===== src/core/ivc_consts.svh =====
// Offsets, field positions, reset values and vector addresses of the
// interrupt vector control block.
// Assumes inclusion by bare name from the package and the modules.
`ifndef IVC_CONSTS_SVH
`define IVC_CONSTS_SVH

// ---------------------------------------------------------------------
// Register map (word addresses on the Avalon-MM slave)
// ---------------------------------------------------------------------
`define IVC_ADDR_W 4
`define IVC_OFS_CONTROL_2 4'h0
`define IVC_OFS_STATUS 4'h1
`define IVC_OFS_MASK 4'h2

// ---------------------------------------------------------------------
// Field positions of interrupt_control_2
// ---------------------------------------------------------------------
`define IVC_BIT_ALT 15
`define IVC_BIT_IRQ_DISABLE_INSTR_ACTIVE 14
`define IVC_BIT_EP2 2
`define IVC_BIT_EP1 1
`define IVC_BIT_EP0 0
`define IVC_CTRL_WMASK 16'h8007
`define IVC_CTRL_RESET 16'h0000

// ---------------------------------------------------------------------
// Vector numbers and table addresses
// ---------------------------------------------------------------------
`define IVC_VEC_DMA_CHANNEL_FIVE_IRQ 7'h45
`define IVC_VEC_RTC 7'h46
`define IVC_VEC_U1E 7'h49
`define IVC_VEC_U2E 7'h4a
`define IVC_VEC_CRC 7'h4b
`define IVC_VEC_DMA_CHANNEL_SIX_IRQ 7'h4c
`define IVC_VEC_DMA_CHANNEL_SEVEN_IRQ 7'h4d
`define IVC_VEC_CAN1 7'h4e
`define IVC_IVT_BASE 24'h000004
`define IVC_ALT_OFFSET 24'h000100
`define IVC_RESET_PC 24'h000000
`define IVC_NUM_SRC 8
`define IVC_NUM_EXT 3

`endif


===== src/core/ivc_pkg.sv =====
// Types shared by the interrupt vector control modules.
// Assumes ivc_consts.svh is on the include path.
`include "ivc_consts.svh"
package ivc_pkg;
   // Vector number type
   typedef logic [6:0] ivc_vec_t;
   // Program address type
   typedef logic [23:0] ivc_addr_t;
   // Dispatch states, Gray coded
   typedef enum logic [1:0] {
      IVC_IDLE = 2'b00,
      IVC_FETCH = 2'b01,
      IVC_WAIT = 2'b11
   } ivc_state_e;
endpackage


===== src/core/ivc_edge_detect.sv =====
// One external interrupt edge detector with polarity select.
// Assumes an asynchronous pin; synchronises it with two flip-flops.
module ivc_edge_detect (
   input wire logic core_clk,
   input wire logic srst,
   input wire logic pin,
   input wire logic falling_sel,
   output logic edge_pulse
);
   logic sync_a; // First stage, read only by sync_b
   logic sync_b; // Second stage
   logic prev; // Delayed copy for edge compare
   logic [2:0] arm; // Fills once the chain holds real pin values
   // ------------------------------------------------------------------
   // Synchroniser and edge compare
   // ------------------------------------------------------------------
   always_ff @(posedge core_clk) begin
      if (srst) begin
         sync_a <= 1'b0;
         sync_b <= 1'b0;
         prev <= 1'b0;
         arm <= 3'h0;
      end else begin
         sync_a <= pin;
         sync_b <= sync_a;
         prev <= sync_b;
         arm <= {arm[1:0], 1'b1};
      end
   end
   // Select falling or rising edge; blocked until armed so that a pin
   // idling high gives no false edge after reset
   always_comb begin
      if (falling_sel) begin
         edge_pulse = arm[2] & prev & ~sync_b;
      end else begin
         edge_pulse = arm[2] & ~prev & sync_b;
      end
   end
endmodule


===== src/core/ivc_vector_lookup.sv =====
// Vector number to table entry address mapping.
// Assumes the alternate select comes from the control register.
`include "ivc_consts.svh"
module ivc_vector_lookup (
   input wire ivc_pkg::ivc_vec_t vec,
   input wire logic alt_table_select,
   output ivc_pkg::ivc_addr_t entry_addr
);
   ivc_pkg::ivc_addr_t base; // Primary table entry
   // Entry sits two words per vector after the table base
   always_comb begin
      base = `IVC_IVT_BASE + {16'h0000, vec, 1'b0};
      if (alt_table_select) begin
         entry_addr = base + `IVC_ALT_OFFSET;
      end else begin
         entry_addr = base;
      end
   end
endmodule


===== src/core/ivc_top.sv =====
// Interrupt vector control: second control register, external edge
// polarity, vector address dispatch for the upper sources.
// Assumes a core that fetches entries and an Avalon-MM master.
`include "ivc_consts.svh"

// Functional notes
// - Device reset clears registers, PC forced zero
// - Reset bypasses vector dispatch entirely
// - Core starts fetching at address zero
// - DMA five vector at 8E or 18E
// - Clock interrupt vector at 90 or 190
// - CRC vector at 9A or 19A
// - DMA six vector at 9C or 19C
// - DMA seven vector at 9E or 19E
// - CAN transmit vector at A0 or 1A0
// - External 1,2 polarity: one falling, zero rising
// - Bits 13 to 3 read zero
// - Bit 0 polarity for external zero
// - Alternate select moves all vectors to second table
// - External zero polarity: one falling
// - Each entry holds a 24-bit address
// - Lower address wins at equal level
module ivc_top #(
   parameter int NUM_SRC = `IVC_NUM_SRC
) (
   input wire logic core_clk,
   input wire logic srst,
   input wire logic [`IVC_ADDR_W-1:0] avs_address,
   input wire logic avs_read,
   input wire logic avs_write,
   input wire logic [31:0] avs_writedata,
   output logic [31:0] avs_readdata,
   output logic avs_waitrequest,
   input wire logic [NUM_SRC-1:0] src_irq,
   input wire logic [`IVC_NUM_EXT-1:0] ext_irq_pin,
   input wire logic irq_disable_instr_active_counting,
   input wire logic vec_ack,
   output logic vec_req,
   output ivc_pkg::ivc_vec_t vec_num,
   output ivc_pkg::ivc_addr_t vec_addr,
   output logic [23:0] reset_pc,
   output logic irq
);
   // Source order in src_irq: dma_channel_five_irq rtc u1e u2e crc dma_channel_six_irq dma_channel_seven_irq can1
   logic alt_table_select; // Alternate table select
   logic irq_disable_instr_active; // Status copy of the disable count
   logic ext_irq0_polarity; // External 0 edge polarity
   logic ext_irq1_polarity; // External 1 edge polarity
   logic ext_irq2_polarity; // External 2 edge polarity
   logic [`IVC_NUM_EXT-1:0] ext_edge; // Edge pulses
   logic [`IVC_NUM_EXT-1:0] ext_status; // Sticky edge events
   logic [`IVC_NUM_EXT-1:0] ext_mask; // Enables of edge events
   logic [NUM_SRC-1:0] pend; // Latched source requests
   ivc_pkg::ivc_state_e state; // Dispatch state
   ivc_pkg::ivc_vec_t next_vec; // Winning vector
   logic next_valid; // A source is pending
   ivc_pkg::ivc_addr_t lookup_addr; // Entry address of winner
   logic [15:0] ctrl_rd; // Read image of control register
   logic bus_pending; // Access served on the next edge
   logic wr_ctrl, wr_stat, wr_mask; // Write strobes

   // ------------------------------------------------------------------
   // Edge detectors
   // ------------------------------------------------------------------
   logic [`IVC_NUM_EXT-1:0] pol_vec;
   assign pol_vec = {ext_irq2_polarity, ext_irq1_polarity,
                     ext_irq0_polarity};
   genvar gi;
   generate
      for (gi = 0; gi < `IVC_NUM_EXT; gi++) begin : g_edge
         ivc_edge_detect u_edge (
            .core_clk(core_clk),
            .srst(srst),
            .pin(ext_irq_pin[gi]),
            .falling_sel(pol_vec[gi]),
            .edge_pulse(ext_edge[gi])
         );
      end
   endgenerate

   // ------------------------------------------------------------------
   // Bus slave: one wait cycle, answer on the second edge
   // ------------------------------------------------------------------
   assign wr_ctrl = bus_pending & avs_write &
                    (avs_address == `IVC_OFS_CONTROL_2);
   assign wr_stat = bus_pending & avs_write &
                    (avs_address == `IVC_OFS_STATUS);
   assign wr_mask = bus_pending & avs_write &
                    (avs_address == `IVC_OFS_MASK);

   // Waitrequest drops for one cycle after a request is seen
   always_ff @(posedge core_clk) begin
      if (srst) begin
         bus_pending <= 1'b0;
         avs_waitrequest <= 1'b1;
      end else if (bus_pending) begin
         bus_pending <= 1'b0;
         avs_waitrequest <= 1'b1;
      end else if (avs_read | avs_write) begin
         bus_pending <= 1'b1;
         avs_waitrequest <= 1'b0;
      end
   end

   // Control register image, unimplemented bits zero
   always_comb begin
      ctrl_rd = 16'h0000;
      ctrl_rd[`IVC_BIT_ALT] = alt_table_select;
      ctrl_rd[`IVC_BIT_IRQ_DISABLE_INSTR_ACTIVE] = irq_disable_instr_active;
      ctrl_rd[`IVC_BIT_EP2] = ext_irq2_polarity;
      ctrl_rd[`IVC_BIT_EP1] = ext_irq1_polarity;
      ctrl_rd[`IVC_BIT_EP0] = ext_irq0_polarity;
   end

   // Read data registered with the answer; unmapped reads zero
   always_ff @(posedge core_clk) begin
      if (srst) begin
         avs_readdata <= 32'h00000000;
      end else if (!bus_pending && avs_read) begin
         unique case (avs_address)
            `IVC_OFS_CONTROL_2: avs_readdata <= {16'h0000, ctrl_rd};
            `IVC_OFS_STATUS: avs_readdata <= {29'h0, ext_status};
            `IVC_OFS_MASK: avs_readdata <= {29'h0, ext_mask};
            default: avs_readdata <= 32'h00000000;
         endcase
      end
   end

   // ------------------------------------------------------------------
   // Control register fields
   // ------------------------------------------------------------------
   always_ff @(posedge core_clk) begin
      if (srst) begin
         alt_table_select <= 1'b0;
         ext_irq0_polarity <= 1'b0;
         ext_irq1_polarity <= 1'b0;
         ext_irq2_polarity <= 1'b0;
      end else if (wr_ctrl) begin
         alt_table_select <= avs_writedata[`IVC_BIT_ALT];
         ext_irq0_polarity <= avs_writedata[`IVC_BIT_EP0];
         ext_irq1_polarity <= avs_writedata[`IVC_BIT_EP1];
         ext_irq2_polarity <= avs_writedata[`IVC_BIT_EP2];
      end
   end

   // Status flag follows the core's disable count, writes ignored
   always_ff @(posedge core_clk) begin
      if (srst) begin
         irq_disable_instr_active <= 1'b0;
      end else begin
         irq_disable_instr_active <= irq_disable_instr_active_counting;
      end
   end

   // ------------------------------------------------------------------
   // Edge event status and mask, set wins over clear
   // ------------------------------------------------------------------
   always_ff @(posedge core_clk) begin
      if (srst) begin
         ext_status <= 3'h0;
      end else begin
         ext_status <= (ext_status &
                        ~(wr_stat ? avs_writedata[2:0] : 3'h0))
                       | ext_edge;
      end
   end

   always_ff @(posedge core_clk) begin
      if (srst) begin
         ext_mask <= 3'h0;
      end else if (wr_mask) begin
         ext_mask <= avs_writedata[2:0];
      end
   end

   always_ff @(posedge core_clk) begin
      if (srst) begin
         irq <= 1'b0;
      end else begin
         irq <= |(ext_status & ext_mask);
      end
   end

   // ------------------------------------------------------------------
   // Source vectors and priority
   // ------------------------------------------------------------------
   localparam ivc_pkg::ivc_vec_t SRC_VEC [`IVC_NUM_SRC] = '{
      `IVC_VEC_DMA_CHANNEL_FIVE_IRQ,
      `IVC_VEC_RTC,
      `IVC_VEC_U1E,
      `IVC_VEC_U2E,
      `IVC_VEC_CRC,
      `IVC_VEC_DMA_CHANNEL_SIX_IRQ,
      `IVC_VEC_DMA_CHANNEL_SEVEN_IRQ,
      `IVC_VEC_CAN1
   };

   // Lowest index, hence lowest address, wins
   always_comb begin
      next_vec = 7'h00;
      next_valid = 1'b0;
      for (int i = NUM_SRC - 1; i >= 0; i--) begin
         if (pend[i]) begin
            next_vec = SRC_VEC[i];
            next_valid = 1'b1;
         end
      end
   end

   ivc_vector_lookup u_lookup (
      .vec(next_vec),
      .alt_table_select(alt_table_select),
      .entry_addr(lookup_addr)
   );

   // ------------------------------------------------------------------
   // Pending latch and dispatch toward the core
   // ------------------------------------------------------------------
   logic [NUM_SRC-1:0] served; // One-hot of dispatched source
   always_comb begin
      served = '0;
      for (int i = NUM_SRC - 1; i >= 0; i--) begin
         if (pend[i] && !(|served)) begin
            served = '0;
         end
      end
      for (int i = 0; i < NUM_SRC; i++) begin
         if (SRC_VEC[i] == vec_num && state == ivc_pkg::IVC_WAIT &&
             vec_ack) begin
            served[i] = 1'b1;
         end
      end
   end

   // New request wins over the clear on acknowledge
   always_ff @(posedge core_clk) begin
      if (srst) begin
         pend <= '0;
      end else begin
         pend <= (pend & ~served) | src_irq;
      end
   end

   // Reset goes straight to the start address, not through vectors
   always_ff @(posedge core_clk) begin
      reset_pc <= `IVC_RESET_PC;
   end

   always_ff @(posedge core_clk) begin
      if (srst) begin
         state <= ivc_pkg::IVC_IDLE;
         vec_req <= 1'b0;
         vec_num <= 7'h00;
         vec_addr <= 24'h000000;
      end else begin
         unique case (state)
            ivc_pkg::IVC_IDLE: begin
               if (next_valid) begin
                  state <= ivc_pkg::IVC_FETCH;
               end
            end
            ivc_pkg::IVC_FETCH: begin
               vec_num <= next_vec;
               vec_addr <= lookup_addr;
               vec_req <= 1'b1;
               state <= ivc_pkg::IVC_WAIT;
            end
            ivc_pkg::IVC_WAIT: begin
               if (vec_ack) begin
                  vec_req <= 1'b0;
                  state <= ivc_pkg::IVC_IDLE;
               end
            end
            default: state <= ivc_pkg::IVC_IDLE;
         endcase
      end
   end

   // ------------------------------------------------------------------
   // Checks
   // ------------------------------------------------------------------
   a_alt_addr: assert property (@(posedge core_clk) disable iff (srst)
      $rose(vec_req) && vec_num == 7'h45 |->
      vec_addr == (alt_table_select ? 24'h00018e : 24'h00008e))
      else $error("dma five vector address wrong");
   a_rtc_addr: assert property (@(posedge core_clk) disable iff (srst)
      $rose(vec_req) && vec_num == 7'h46 |->
      vec_addr[7:0] == 8'h90)
      else $error("clock vector address wrong");
   a_crc_addr: assert property (@(posedge core_clk) disable iff (srst)
      $rose(vec_req) && vec_num == 7'h4b |-> vec_addr[7:0] == 8'h9a)
      else $error("crc vector address wrong");
   a_can_addr: assert property (@(posedge core_clk) disable iff (srst)
      $rose(vec_req) && vec_num == 7'h4e |-> vec_addr[7:0] == 8'ha0)
      else $error("can vector address wrong");
   a_unimpl_zero: assert property (@(posedge core_clk) disable iff (srst)
      !avs_waitrequest |=> avs_readdata[13:3] == 11'h000)
      else $error("unimplemented bits not zero");
   a_irq_disable_instr_active_follow: assert property (@(posedge core_clk) disable iff (srst)
      irq_disable_instr_active_counting |=> ctrl_rd[`IVC_BIT_IRQ_DISABLE_INSTR_ACTIVE])
      else $error("disable status not shown");
   a_prio_low: assert property (@(posedge core_clk) disable iff (srst)
      next_valid && pend[0] |-> next_vec == 7'h45)
      else $error("lower address lost arbitration");
   a_reset_clear: assert property (@(posedge core_clk)
      srst |=> !alt_table_select && !vec_req && ctrl_rd == 16'h0)
      else $error("reset did not clear state");
   a_req_soon: assert property (@(posedge core_clk) disable iff (srst)
      state == ivc_pkg::IVC_IDLE && next_valid |-> ##[1:2] vec_req)
      else $error("request not issued");
   c_alt: cover property (@(posedge core_clk) vec_req && alt_table_select);
   c_edge: cover property (@(posedge core_clk) |ext_edge);
   c_ack: cover property (@(posedge core_clk) vec_req && vec_ack);
endmodule


===== config.mk =====
export PLATFORM = sky130hd
export DESIGN_NAME = ivc_top
export DESIGN_NICKNAME = d
export VERILOG_FILES = /design/src/core/ivc_pkg.sv /design/src/core/ivc_edge_detect.sv /design/src/core/ivc_vector_lookup.sv /design/src/core/ivc_top.sv
export VERILOG_INCLUDE_DIRS = /design/src /design/src/core
export SDC_FILE = /design/constraint.sdc
export NUM_CORES = 1
export LEC_CHECK = 0
export BUFFER_PORTS_ARGS = -buffer_cell sky130_fd_sc_hd__clkbuf_2
export CAP_MARGIN = 30
export CORE_ASPECT_RATIO = 1.1
export CORE_MARGIN = 1.5
export CORE_UTILIZATION = 49
export DETAILED_ROUTE_END_ITERATION = 6
export GPL_TIMING_DRIVEN = 0
export HOLD_SLACK_MARGIN = 0.1
export PLACE_DENSITY = 0.81
export SYNTH_ARGS = -nofsm -noshare
export SYNTH_HDL_FRONTEND = slang
export SYNTH_HIERARCHICAL = 1
export SYNTH_SLANG_ARGS = --single-unit

===== constraint.sdc =====
create_clock -name core_clk -period 1.7 [get_ports core_clk]
set_clock_uncertainty 0.05 [all_clocks]
set_input_delay 0.085 -clock core_clk [delete_from_list [all_inputs] [get_ports core_clk]]
set_output_delay 0.085 -clock core_clk [all_outputs]
set_load 0.02 [all_outputs]

==> impl_metrics.py, run 1 <==
metrics = {
    "critical_path": {
        "startpoint_type": "flip-flop",
        "critPathRequiredTime_ns": 1.88,
        "critPathKind": "flip-flop to flip-flop",
        "cp_data_arrival_time_ns": 1.84,
        "cp-end-kind": "flip-flop",
        "crit_fanout": 4,
        "rr_endpoint": "vec_addr[4]",
        "r2r_slack_ns": 0.04,
        "r2r_cells": 7,
        "r2r_start": "pend[7]",
        "critPathLaunch": "pend[7]",
        "crit_path_end": "vec_addr[4]",
    },
    "grt": {
        "grt_start_max_net_pins": 16,
        "grt_pass1_wl_um": 12900,
        "grt.total_usage_pct": 20.9,
        "grt.overflow.total": 0,
        "grt_pass1_vias": 2867,
        "antenna_found_initial": 0,
    },
    "floorplanning": {
        "num_io_pins": 143,
        "die_y_um": 93.0,
        "fp.dieArea_um2": 7890,
        "start_util_pct": 50.9,
        "fp.dieW_um": 84.8,
        "coreArea_um2": 7090,
        "std_cell_rows": 32,
    },
    "power": {
        "p_leak_nw": 2.29,
        "power_density_nw_per_um2": 882,
        "finalPower_mw": 4.20,
        "ir_worst_vdd_uv": 549,
    },
    "worst_hold_path": {
        "min_from": "avs_address[0]",
        "hold_path.class": "primary input to flip-flop",
    },
    "synthesis": {
        "avgSynthCellArea_um2": 8.70,
        "synth.area.top_cells": "dfxtp_1 (43%), buf_4 (15%), nand2_1 (6.1%)",
        "yosysUniqueCellTypes": 49,
        "synth_ff_type": "dfxtp_1",
        "yosys.area.top_type": "dfxtp_1",
        "synth_top_area_share_pct": 42.7,
        "yosys_warnings": 6,
        "synth_edf_count": 0,
        "syn_inst": 415,
        "ys_ff_latch": 77,
        "ys_seq_area_share_pct": 42.7,
        "async_flop_share_pct": 0,
        "syn_area_um2": 3610,
    },
    "routing": {
        "avgRoutedWirePerCell_um": 11.9,
        "vias": 3076,
        "drt_iter0_drc": 138,
        "via_per_inst": 4.56,
        "antenna_left": 0,
        "drtPass1Iterations": 6,
        "drcViolationCount": 8,
        "wl_um": 8030,
    },
    "timing": {
        "layout_min_cycle_time_ns": 1.66,
        "hold_violations": 0,
        "finalSetupTns_ns": 0,
        "fmax_mhz": 604,
        "maxSlewViolCount": 0,
        "relSlewSlack_pct": 58.9,
        "finalSetupViolCount": 0,
        "tightestPinTransition_ns": 0.616,
        "min_period_over_period_pct": 97.4,
    },
    "place": {
        "dp.final_hpwl_um": 5620,
        "numPlacedInstances": 632,
        "numPortBuffers": 60,
        "place_congestion": 0.873,
    },
    "clock_tree": {
        "cts.sinks": 77,
        "clk_transition_reported_paths_ns": 0.09,
        "h-tree-depth": 3,
        "clockBufferDepth": 2,
        "clock_latency_ns": 0.35,
        "root_buffer": "clkbuf_8",
        "cts_buffers": 9,
        "cts_tree": "done",
    },
    "cells_and_area": {
        "postLayoutCoreUtil_pct": 67.2,
        "area_growth_pct": 32.0,
        "fin_nets": 639,
        "final_cells": 674,
        "antenna_cells": 0,
        "drive_above_1_share_pct": 29.2,
    },
    "outcome": {
        "violations": "DRC",
        "status": "finished, violations left",
    },
    "flow_run": {
        "drv_cap": 0,
    },
}
-- cells by family after synthesis --
group / count (synthesis) / share of synthesized area [%]
flip-flops: 77 / 42.7
AO/OA/AOI/OAI: 65 / 11.1
buffers and inverters: 100 / 18.1
AND/OR/NAND/NOR: 155 / 23.4
XOR/XNOR: 4 / 0.971
multiplexers: 10 / 2.88
adder cells (fa/ha/maj): 2 / 0.693
other: 2 / 0.208
-- critical path, stage by stage (launching register included) --
cell	delay, ns
dfxtp_2	0.35
nor3b_2	0.16
o31ai_2	0.35
a21oi_2	0.13
ha_2	0.22
xor2_1	0.15
nand2_1	0.07
a21oi_1	0.05
-- synthesized netlist by cell type, types with 2 or more instances --
cell and number:
o21ai_1 4, clkbuf_1 5, a32oi_1 2, buf_1 2, or3_4 2, buf_2 6, mux2i_1 7, xnor2_1 3
a211oi_1 8, dfxtp_1 77, nand3_1 6, nor2b_1 20, nand3b_1 5, ha_1 2, nor3b_1 3, inv_1 14
nand4bb_1 3, o2bb2ai_1 3, mux2_1 3, nand2_1 59, conb_1 2, nor2_1 24, o31ai_1 2, nor3_1 5
buf_4 72, o21bai_1 2, nand2b_1 15, a21oi_1 36, nand4b_1 3
-- through the flow --
| stage | setup slack [ns] | instance area, um2 | hold slack [ns] |
|---|---|---|---|
| floorplan | 0.137 | 3880 | 0.0915 |
| global placement | -0.0236 | 4290 | 0.245 |
| detailed placement | -0.0764 | 4290 | 0.247 |
| CTS | 0.0186 | 4740 | 0.105 |
| global route | -0.0228 | 4760 | 0.165 |
| finish | 0.0446 | 4760 | 0.154 |
-- flip-flops by register name (all words and copies together), names as in the netlist, 2 cells and up --
| signal | count |
|---|---|
| avs_readdata | 5 |
| ext_mask | 3 |
| ext_status | 3 |
| g_edge.u_edge/arm | 9 |
| g_edge.u_edge/prev | 3 |
| g_edge.u_edge/sync_a | 3 |
| g_edge.u_edge/sync_b | 3 |
| pend | 8 |
| state | 2 |
| vec_addr | 24 |
| vec_num | 5 |
-- worst min-delay path by stage --
stage / to / cells past startpoint
global placement: g_edge[2].u_edge/sync_a / 2
CTS: avs_readdata[1] / 4
detailed placement: g_edge[0].u_edge/sync_a / 2
finish: ext_irq0_polarity / 3
floorplan: g_edge[0].u_edge/arm[0] / 1
global route: alt_table_select / 3
-- where the power goes --
part | internal [mW] | switching, mW
Clock | 0.548 | 0.742
Sequential | 1.92 | 0.0921
Combinational | 0.377 | 0.520
-- routing by layer --
layer  vias to the layer above  global-route usage, %  part of all wire [%]
met5                         -                      0                     0
met4                         0                   8.20                   2.4
li1                       1574                      -                     -
met1                      1390                   22.6                    40
met2                        95                   39.5                    53
met3                        17                   4.41                   5.2
-- final cells by class --
class | instances | area [um2]
fill | 578 | 2320
timing repair buffer | 87 | 568
clock inverter | 7 | 55.1
sequential | 77 | 1540
multi-input combinational | 310 | 1720
tap | 85 | 106
buffer | 84 | 593
inverter | 15 | 56.3
clock buffer | 9 | 124
-- cell usage in the layout, fill, tap and decap left out, drive strengths merged, types with 3 or more instances in the layout --
cell,n
nor2,24
nor3b,3
a211oi,8
nand3b,6
nand4bb,4
conb,74
o2bb2ai,3
inv,19
dlygate4sd3,26
or3,3
nand4b,3
o21ai,5
nand2b,15
mux2i,7
nor3,6
dfxtp,77
xnor2,3
clkbuf,73
nor2b,20
a21oi,36
buf,81
nand3,6
mux2,3
nand2,59
-- timing repair --
action / 4_1_cts / 5_1_grt
hold endpoints to repair: 42 / 1
hold buffers: 26 / 1
pin swaps: 0 / 2
buffers inserted: 0 / 1
gates resized for setup: 3 / 6
endpoints found under the setup margin: 3 / 3
No activity file was read; power rests on OpenSTA's default activity.
==> inputs of run 2 (changes only) <==
--- a/config.mk
+++ b/config.mk
@@ -10,11 +10,11 @@
 export CAP_MARGIN = 30
 export CORE_ASPECT_RATIO = 1.1
 export CORE_MARGIN = 1.5
-export CORE_UTILIZATION = 49
+export CORE_UTILIZATION = 50
 export DETAILED_ROUTE_END_ITERATION = 6
 export GPL_TIMING_DRIVEN = 0
 export HOLD_SLACK_MARGIN = 0.1
-export PLACE_DENSITY = 0.81
+export PLACE_DENSITY = 0.82
 export SYNTH_ARGS = -nofsm -noshare
 export SYNTH_HDL_FRONTEND = slang
 export SYNTH_HIERARCHICAL = 1
==> constraint.sdc (replaced) <==
create_clock -name core_clk -period 2.1 [get_ports core_clk]
set_clock_uncertainty 0.05 [all_clocks]
set_input_delay 0.105 -clock core_clk [delete_from_list [all_inputs] [get_ports core_clk]]
set_output_delay 0.105 -clock core_clk [all_outputs]
set_load 0.02 [all_outputs]
==> impl_metrics.py, run 2 (synthesis gave the netlist of run 1 again) <==
metrics = {
    "timing": {
        "holdWs_ns": 0.119,
        "relSlewSlack_pct": 61.6,
        "rsz0062_at_grt": "no",
        "fmax_mhz": 506,
        "maxSlewViolCount": 0,
        "layout_min_cycle_time_ns": 1.98,
        "min_period_over_period_pct": 94.2,
        "finalSetupViolCount": 0,
        "tightestPinTransition_ns": 0.572,
        "hold_violations": 0,
        "finalSetupTns_ns": 0,
    },
    "floorplanning": {
        "die_y_um": 92.1,
        "fp.dieArea_um2": 7740,
        "start_util_pct": 51.5,
        "num_io_pins": 143,
        "std_cell_rows": 32,
        "coreArea_um2": 7010,
        "fp.dieW_um": 84.0,
    },
    "cells_and_area": {
        "fin_nets": 635,
        "nFillCells": 607,
        "antenna_cells": 0,
        "top_regs": "vec_addr: 24 flops, g_edge.u_edge/arm: 9 flops, pend: 8 flops",
        "regMostFlops": "vec_addr",
        "mostFrequentLayoutCells": "dfxtp_1 (77), conb_1 (74), buf_4 (72)",
        "final_cells": 669,
        "area_growth_pct": 30.3,
        "final_common_cell": "dfxtp_1",
        "seq_area_um2": 1540,
        "multi_input_area_um2": 1690,
        "drive_above_1_share_pct": 27.6,
        "largest_reg_flops": 24,
    },
    "critical_path": {
        "crit_fanout": 19,
        "crit_slowest_cell": "dlygate4sd3_1",
        "r2r_cells": 6,
        "rr_endpoint": "vec_addr[4]",
        "critPathKind": "primary input to flip-flop",
        "crit_chain": "dlygate4sd3_1 > clkbuf_2 > buf_2 > clkbuf_1 > buf_1 > a211oi_1",
        "max_stage_delay_ns": 0.52,
        "cp-end-kind": "flip-flop",
        "crit_path_end": "pend[6]",
        "r2r_start": "pend[3]",
        "cp_data_arrival_time_ns": 2.13,
        "startpoint_type": "primary input",
        "critPathRequiredTime_ns": 2.25,
        "critPathLaunch": "srst",
        "r2r_slack_ns": 0.29,
    },
    "clock_tree": {
        "clockBufferDepth": 2,
        "cts.sinks": 77,
        "root_buffer": "clkbuf_8",
        "clk_transition_reported_paths_ns": 0.07,
        "h-tree-depth": 3,
        "cts_setup_buffers": 0,
        "clock_latency_ns": 0.35,
        "cts_buffers": 9,
        "cts_tree": "done",
    },
    "worst_hold_path": {
        "hold_path.class": "primary input to flip-flop",
    },
    "routing": {
        "drtPass1Iterations": 4,
        "drt_iter0_drc": 165,
        "drcViolationCount": 0,
        "via_per_inst": 4.53,
        "vias": 3031,
        "antenna_left": 0,
        "avgRoutedWirePerCell_um": 11.4,
        "wl_um": 7650,
    },
    "grt": {
        "antenna_found_initial": 0,
        "grt_pass1_wl_um": 12300,
        "grt.total_usage_pct": 20.2,
        "grt.overflow.total": 0,
        "grt_start_max_net_pins": 20,
        "grt_pass1_vias": 2837,
    },
    "place": {
        "numPlacedInstances": 632,
        "place_congestion": 0.875,
        "numPortBuffers": 60,
        "dp.final_hpwl_um": 5580,
    },
    "power": {
        "ir_worst_vdd_uv": 524,
        "p_leak_nw": 2.27,
        "power_density_nw_per_um2": 730,
    },
    "flow_run": {
        "drv_cap": 0,
    },
    "outcome": {
        "status": "complete, no violations",
    },
}
run 2: layer usage:
layer  GRT usage (%)  part of all wire [%]  up-vias
li1                -                     -     1564
met1            21.6                    41     1354
met2            36.3                    51       99
met3            4.59                   5.5       14
met4            11.5                   2.2        0
met5               0                     0        -
run 2: power breakdown:
group          switching [mW]  total (mW)  internal, mW
registers              0.0690        1.62          1.56
clock network           0.510        1.10         0.586
logic                   0.417       0.710         0.293
run 2: repair_timing:
item,in CTS,in global routing
endpoints found under the setup margin,0,1
hold buffers,22,0
resized for setup,0,1
hold endpoints to repair,31,0
run 2: worst min-delay path by stage:
stage	startpoint	to	slack, ns	depth (start not counted)
after detailed placement	ext_irq_pin[2]	g_edge[2].u_edge/sync_a	0.27	2
final	avs_address[2]	avs_readdata[1]	0.12	4
after global routing	avs_address[0]	ext_irq0_polarity	0.16	3
after CTS	avs_address[2]	avs_readdata[1]	0.10	4
after floorplan	srst	g_edge[0].u_edge/arm[0]	0.11	1
after global placement	ext_irq_pin[0]	g_edge[0].u_edge/sync_a	0.26	2
run 2: final cells by class:
class | instances | share of cell area [%]
timing repair buffer | 82 | 11.1
multi-input combinational | 310 | 35.8
clock buffer | 15 | 4.18
buffer | 85 | 12.7
tap | 85 | 2.26
inverter | 15 | 1.20
sequential | 77 | 32.8
run 2: through the flow:
step	area, um2	power [mW]	setup WS [ns]	util [%]
3_3_place_gp	4290	2.31	0.357	61.2
6_report	4700	3.43	0.122	67.1
5_1_grt	4700	3.59	0.000171	67.1
3_5_place_dp	4290	2.33	0.324	61.2
2_1_floorplan	3880	2.16	0.537	-
4_1_cts	4700	3.45	0.139	67.1
run 2: critical path, delay by kind of cell:
family	cells	cell delay, ns
buffers and inverters	5	1.91
AOI/OAI and AO/OA	1	0.11
